`src/logic/vss_pkg.sv`:
```
// Purpose: Shared constants and types for the soft-start and reference sequencer.
// Assumes: 250 MHz clock, comparator levels arrive already digitised.
// Notes: Reference codes count 6.25 mV steps above the lowest setpoint.
package vss_pkg;

	// ****************************************************************
	// Timing
	// ****************************************************************
	localparam int unsigned CLK_PERIOD_PS = 4000;
	localparam int unsigned STARTUP_WAIT_TIME_NS = 1360000;
	localparam int unsigned READY_DELAY_TIME_NS = 85000;
	localparam int unsigned STARTUP_WAIT_CYCLES = (STARTUP_WAIT_TIME_NS * 1000 + CLK_PERIOD_PS - 1)
		/ CLK_PERIOD_PS;
	localparam int unsigned READY_DELAY_CYCLES = (READY_DELAY_TIME_NS * 1000 + CLK_PERIOD_PS - 1)
		/ CLK_PERIOD_PS;
	localparam int unsigned SS_PERIOD_CYCLES_DEF = 250;

	// ****************************************************************
	// Code map
	// ****************************************************************
	localparam logic [7:0] VID_LOWEST = 8'h00B2;
	localparam logic [7:0] VID_OFF_A = 8'h00FE;
	localparam logic [7:0] VID_OFF_B = 8'h00FF;
	localparam logic [7:0] VID_TOP_VALID = 8'h0002;
	localparam logic [7:0] REF_RESET = 8'h0000;

	typedef enum logic [4:0] {
		ST_SHUTDOWN = 5'h01,
		ST_WAIT = 5'h02,
		ST_RAMP = 5'h04,
		ST_READY_DLY = 5'h08,
		ST_REGULATE = 5'h10
	} vss_state_e;

	typedef struct packed {
		logic supply_ok;
		logic power_enable_in;
		logic termination_rail_enable_in;
	} vss_qual_s;

	typedef struct packed {
		logic valid;
		logic off;
		logic [7:0] target;
	} vss_decode_s;

endpackage

```
`src/logic/vss_vid_decode.sv`:
```
// Purpose: Turns an identification code into a reference step count.
// Assumes: Code is stable at the clock.
// Notes: Output is registered, one cycle of latency.
module vss_vid_decode
	import vss_pkg::*;
(
	// Clock and reset
	input wire logic clock,
	input wire logic reset,
	// Code in and decoded out
	input wire logic [7:0] voltage_id_code,
	output vss_pkg::vss_decode_s decode_out
);
	vss_decode_s dec_d;
	vss_decode_s dec_q;

	always_comb
	begin
		dec_d.off = (voltage_id_code == VID_OFF_A) || (voltage_id_code == VID_OFF_B);
		dec_d.valid = (voltage_id_code >= VID_TOP_VALID) && (voltage_id_code <= VID_LOWEST);
		// Higher codes mean lower voltage, so the step count is distance from the bottom.
		dec_d.target = dec_d.valid ? VID_LOWEST - voltage_id_code : REF_RESET;
	end

	always_ff @(posedge clock)
	begin
		if (reset)
			dec_q <= '0;
		else
			dec_q <= dec_d;
	end

	assign decode_out = dec_q;
endmodule

```
`src/logic/vss_sequencer.sv`:
```
// Purpose: Start-up sequencer and digital reference ramp of a multiphase regulator.
// Assumes: Supply and enable levels come from hysteretic comparators outside.
// Notes: The ramp pace is a parameter standing for the resistor-set oscillator.

// Functional notes
// - Decode 8-bit code to setpoint, 6.25 mV per code, lowest 0.5 V at 0xB2.
// - OFF codes at enable shut down until supply or an enable is cycled.
// - Phase outputs are high impedance while in shutdown.
// - Leave shutdown only on supply rising level; falling level disables again.
// - Stay in shutdown until power enable is above threshold, with hysteresis.
// - Termination rail enable must also be above threshold to start.
// - All qualified and valid code starts soft-start toward the setpoint.
// - Wait a fixed 1.36 ms before the ramp begins.
// - Ramp raises reference by one 6.25 mV step until equal to setpoint.
// - Each ramp step lasts one soft-start oscillator period.
// - Ready asserts a fixed 85 us after reference reaches setpoint.
// - In regulation, follow code changes step by step without jumps.
// - Ready is low whenever disabled by supply, enables or OFF code.
module vss_sequencer
	import vss_pkg::*;
#(
	parameter int unsigned WAIT_CYCLES = STARTUP_WAIT_CYCLES,
	parameter int unsigned READY_CYCLES = READY_DELAY_CYCLES,
	parameter int unsigned SS_PERIOD_CYCLES = SS_PERIOD_CYCLES_DEF
)
(
	// Clock and reset
	input wire logic clock,
	input wire logic reset,
	// Qualified levels and processor code
	input vss_pkg::vss_qual_s qual_in,
	input wire logic [7:0] voltage_id_code,
	// Phase stage control
	output logic phase_drive_en,
	// Reference and status
	output logic [7:0] reference_code,
	output logic ramp_active,
	output logic regulator_ready_out,
	output logic regulator_ready_oe
);
	import vss_pkg::*;

	// ****************************************************************
	// Decode and qualification
	// ****************************************************************
	vss_decode_s dec;
	logic enabled;
	logic enabled_prev_q;
	logic off_latch_q;
	logic off_latch_d;

	vss_vid_decode u_decode (
		.clock(clock),
		.reset(reset),
		.voltage_id_code(voltage_id_code),
		.decode_out(dec)
	);

	// The comparators own the hysteresis; here the levels are simply all required.
	assign enabled = qual_in.supply_ok && qual_in.power_enable_in
		&& qual_in.termination_rail_enable_in;

	// ****************************************************************
	// Sequencer
	// ****************************************************************
	localparam int unsigned CW = 22;
	vss_state_e state_q;
	vss_state_e state_d;
	logic [CW-1:0] cnt_q;
	logic [CW-1:0] cnt_d;
	logic [CW-1:0] ss_q;
	logic [CW-1:0] ss_d;
	logic [7:0] ref_q;
	logic [7:0] ref_d;
	logic tick;

	assign tick = (ss_q == CW'(SS_PERIOD_CYCLES - 1));

	always_comb
	begin
		state_d = state_q;
		cnt_d = cnt_q;
		ref_d = ref_q;
		ss_d = (state_q == ST_RAMP || state_q == ST_REGULATE) && !tick ? ss_q + 1'b1 : '0;
		off_latch_d = off_latch_q;
		// Loss of enable clears a latched OFF shutdown.
		if (!enabled)
			off_latch_d = 1'b0;
		case (state_q)
			ST_SHUTDOWN:
			begin
				ref_d = REF_RESET;
				cnt_d = '0;
				if (enabled && !off_latch_q && !enabled_prev_q && dec.off)
					off_latch_d = 1'b1;
				else if (enabled && !off_latch_q && dec.valid)
					state_d = ST_WAIT;
			end
			ST_WAIT:
			begin
				cnt_d = cnt_q + 1'b1;
				if (cnt_q == CW'(WAIT_CYCLES - 1))
				begin
					cnt_d = '0;
					state_d = ST_RAMP;
				end
			end
			ST_RAMP:
			begin
				// A code raised in mid-ramp can leave the reference above the target.
				// Stopping there avoids counting on through the wrap; regulation slews it down.
				if (ref_q >= dec.target)
					state_d = ST_READY_DLY;
				else if (tick)
					ref_d = ref_q + 1'b1;
			end
			ST_READY_DLY:
			begin
				cnt_d = cnt_q + 1'b1;
				if (cnt_q == CW'(READY_CYCLES - 1))
					state_d = ST_REGULATE;
			end
			ST_REGULATE:
			begin
				// Slew toward a new code one step per period so the output never jumps.
				if (tick && dec.valid && ref_q < dec.target)
					ref_d = ref_q + 1'b1;
				else if (tick && dec.valid && ref_q > dec.target)
					ref_d = ref_q - 1'b1;
			end
			default:
				state_d = ST_SHUTDOWN;
		endcase
		if (!enabled)
			state_d = ST_SHUTDOWN;
	end

	always_ff @(posedge clock)
	begin
		if (reset)
		begin
			state_q <= ST_SHUTDOWN;
			cnt_q <= '0;
			ss_q <= '0;
			ref_q <= REF_RESET;
			off_latch_q <= 1'b0;
			enabled_prev_q <= 1'b0;
		end
		else
		begin
			state_q <= state_d;
			cnt_q <= cnt_d;
			ss_q <= ss_d;
			ref_q <= ref_d;
			off_latch_q <= off_latch_d;
			enabled_prev_q <= enabled;
		end
	end

	// ****************************************************************
	// Outputs
	// ****************************************************************
	logic rdy_q;
	logic drv_q;

	always_ff @(posedge clock)
	begin
		if (reset)
		begin
			rdy_q <= 1'b0;
			drv_q <= 1'b0;
		end
		else
		begin
			rdy_q <= (state_d == ST_REGULATE);
			drv_q <= (state_d != ST_SHUTDOWN);
		end
	end

	assign phase_drive_en = drv_q;
	assign reference_code = ref_q;
	assign ramp_active = (state_q == ST_RAMP);
	// Open drain: pulled low while not ready, released otherwise.
	assign regulator_ready_out = 1'b0;
	assign regulator_ready_oe = !rdy_q;
endmodule

```
`config.mk`:
```
export PLATFORM = sky130hd
export DESIGN_NAME = vss_sequencer
export DESIGN_NICKNAME = d
export VERILOG_FILES = /design/src/logic/vss_pkg.sv /design/src/logic/vss_vid_decode.sv /design/src/logic/vss_sequencer.sv
export SDC_FILE = /design/constraint.sdc
export NUM_CORES = 1
export LEC_CHECK = 0
export BUFFER_PORTS_ARGS = -buffer_cell sky130_fd_sc_hd__buf_2
export CORE_MARGIN = 2
export CORE_UTILIZATION = 26
export DETAILED_ROUTE_END_ITERATION = 7
export PLACE_DENSITY_LB_ADDON = 0.3
export SLEW_MARGIN = 20
export SYNTH_ARGS = -nofsm -noshare
export SYNTH_HDL_FRONTEND = slang
export SYNTH_HIERARCHICAL = 1
export SYNTH_SLANG_ARGS = --single-unit
```
`constraint.sdc`:
```
create_clock -name clock -period 2.9 [get_ports clock]
set_input_delay 0.29 -clock clock [delete_from_list [all_inputs] [get_ports clock]]
set_output_delay 0.29 -clock clock [all_outputs]
set_load 0.005 [all_outputs]
```
==> flow_metrics.env <==
export IMPL_worstHoldStart="voltage_id_code[7]"
export IMPL_fin_skew_ns=0.00863
export IMPL_vias=3134
export IMPL_status="finished clean"
export IMPL_clk_pin_slew_ns=0.06
export IMPL_nNetsFinal=501
export IMPL_place_congestion=0.774
export IMPL_crit_arrival_ns=2.72
export IMPL_rsz0062_at_grt="no"
export IMPL_fin_crit_ns=2.47
export IMPL_yosys_top_cells_area="dfxtp_1 37%, nor2_1 7.3%, xor2_1 7.1%"
export IMPL_cts_tree="done"
export IMPL_antenna_found_initial=0
export IMPL_antenna_left=0
export IMPL_wl_per_cell_um=12.2
export IMPL_rows=44
export IMPL_synth_edf_count=0
export IMPL_worstSkewPairLatency_ns=0.33
export IMPL_numCtsBuffers=9
export IMPL_setup_viol=0
export IMPL_yosysWarningCount=6
export IMPL_pwr_share_clk=0.484
export IMPL_route_detailed_drc=0
export IMPL_finalNonFillerCells=660
export IMPL_fin_area_um2=4330
export IMPL_wirelength_um=8040
export IMPL_comb_power_share=0.042
export IMPL_dpl_instance_area_um2=4060
export IMPL_ys_seq_elements=71
export IMPL_globalRouteTotalUtil=0.107
export IMPL_hold_viol=0
export IMPL_cts_root_buffer="clkbuf_16"
export IMPL_postSynthAreaPerCell_um2=8.39
export IMPL_syn_cell_area_um2=3810
export IMPL_r2r_start="reference_code[0]"
export IMPL_clock_sinks=71
export IMPL_hp_class="in -> reg"
export IMPL_firstDrtPassIters=5
export IMPL_placed_cells_incl_taps=644
export IMPL_ctsResizeCount=0
export IMPL_grt_max_degree=23
export IMPL_vdd_ir_drop_max_uv=290
export IMPL_nFillCells=1546
export IMPL_power_density_nw_per_um2=481
export IMPL_drv_slew=0
export IMPL_ctsHoldBuffers=0
export IMPL_cts_buffer_depth=2
export IMPL_endpoint_kind="flop"
export IMPL_core_um2=14400
export IMPL_dpl_hpwl_um=5710
export IMPL_cts_max_level=3
export IMPL_grt_pass1_vias=2970
export IMPL_p_leak_nw=1.49
export IMPL_portBuffers=23
export IMPL_syn_to_final_growth_pct=13.7
export IMPL_synthFlopType="dfxtp_1"
export IMPL_synth_cell_type_count=62
export IMPL_seqCellArea_um2=1420
export IMPL_synth_top_area_frac=0.373
export IMPL_maxSlewHeadroom=0.512
export IMPL_fmax_mhz=404
export IMPL_synth_top_cell_by_area="dfxtp_1"
export IMPL_switching_share=0.223
export IMPL_avgViaCountPerCell=4.75
export IMPL_drt_initial_drc_count=169
export IMPL_finalCritPeriodShare=0.853
export IMPL_critPathKind="reg -> reg"
export IMPL_globalRouteOverflowTotal=0
export IMPL_crit_required_ns=3.14
export IMPL_syn_nets=484
export IMPL_multi_input_area_um2=2190
export IMPL_io_pins=25
export IMPL_layout_drive_gt1_share=0.113
export IMPL_cap_violations=0
export IMPL_synthArstFlopShare=0
export IMPL_die_w_um=125
export IMPL_grt_first_pass_wirelength_um=14000
export IMPL_seq_area_frac_synth=0.373
export IMPL_worst_slew_pin_slew_ns=0.731
export IMPL_finalSetupTns_ns=0
export IMPL_switchingPower_uw=464
export IMPL_final_cell_mix="74 x nor2_1, 71 x dfxtp_1, 31 x xor2_1, 28 x nand2_1, 26 x nand3_1"
export IMPL_intPower_mw=1.62
export IMPL_initial_core_util=0.264
export IMPL_syn_inst=454
export IMPL_seqPwrFrac=0.474
export IMPL_design_die_area_um2=15600
export IMPL_startpoint_type="flop"
export IMPL_diodes=0
export IMPL_die_h_um=125
export IMPL_cp_startpoint="reference_code[0]"
export IMPL_path_max_fanout=6
export IMPL_cts_setup_buffers=0
export IMPL_mostFrequentLayoutCell="nor2_1"
worst max-delay path: stages, from the launching register on:
cell      delay (ns)
dfxtp_1         0.41
inv_1           0.11
ha_1            0.21
nor2b_1         0.11
o211ai_1        0.11
a21o_1          0.24
a31oi_1         0.52
a221o_1         0.23
or3b_1          0.34
o32ai_1         0.10
per-layer routing:
layer  part of all wire  GRT usage  up-vias
met1               0.49      0.138     1451
met2               0.47      0.173       45
met3              0.027     0.0257        9
met5                  0          0        -
met4              0.012     0.0418        0
li1                   -          -     1629
cells in the mapped netlist (4+ instances only):
cell type and count:
nor2_1 74, ha_1 17, nor4_1 8, xnor2_1 13, buf_6 4, a2bb2oi_1 7
nor2b_1 4, nor3_1 14, and3_1 10, xor2_1 31, buf_2 7, clkbuf_1 7
nand3_1 26, or3_1 10, inv_1 21, o21ai_0 11, nand4_1 10, nand2_1 28
a21oi_1 16, dfxtp_1 71
flip-flops by register name (all words and copies together) (netlist names):
name                 cells
reference_code           8
off_latch_q              1
cnt_q                   22
phase_drive_en           1
rdy_q                    1
enabled_prev_q           1
ss_q                    22
state_q                  5
u_decode/decode_out     10
power by group through the flow:
stage | Sequential, mW | Clock, mW | Combinational [mW]
after detailed placement | 1.01 | 0 | 0.0866
after floorplan | 1.01 | 0 | 0.0635
after global routing | 0.988 | 1.10 | 0.0981
final | 0.988 | 1.01 | 0.0867
after CTS | 0.988 | 1.04 | 0.0876
after global placement | 1.01 | 0 | 0.0852
layout make-up:
type,instances,area share
Clock buffer,11,0.0560
Clock inverter,5,0.00780
Inverter,21,0.0182
Multi-Input combinational cell,343,0.507
Sequential cell,71,0.328
Tap cell,184,0.0531
Timing Repair Buffer,25,0.0300
cell families (layout without fill, tap and decap cells):
| family | after synthesis | after routing | synth area share |
|---|---|---|---|
| compound gates | 66 | 66 | 0.122 |
| xor+xnor | 44 | 44 | 0.101 |
| fa+ha+maj | 17 | 17 | 0.0558 |
| buf+inv | 40 | 62 | 0.0506 |
| flops | 71 | 71 | 0.373 |
| mux | 3 | 3 | 0.00788 |
| other cells | 1 | 1 | 0.000985 |
| simple gates | 212 | 212 | 0.289 |
worst paths after layout:
kind / to / slack, ns / cells past startpoint
max: reference_code[3] / 0.43 / 9
min: u_decode/decode_out[8] / 0.27 / 3
max reg2reg: reference_code[3] / 0.43 / 9
min reg2reg: ss_q[0] / 0.48 / 1
per-stage QoR:
step	util	worst slack [ns]	hold slack, ns	total power [mW]
2_1_floorplan	-	0.710	0.368	1.07
3_3_place_gp	0.281	0.551	0.459	1.09
3_5_place_dp	0.281	0.460	0.467	1.10
4_1_cts	0.300	0.431	0.258	2.12
5_1_grt	0.300	0.294	0.266	2.18
6_report	0.300	0.426	0.270	2.08
Power figures use the tool's default switching activity.
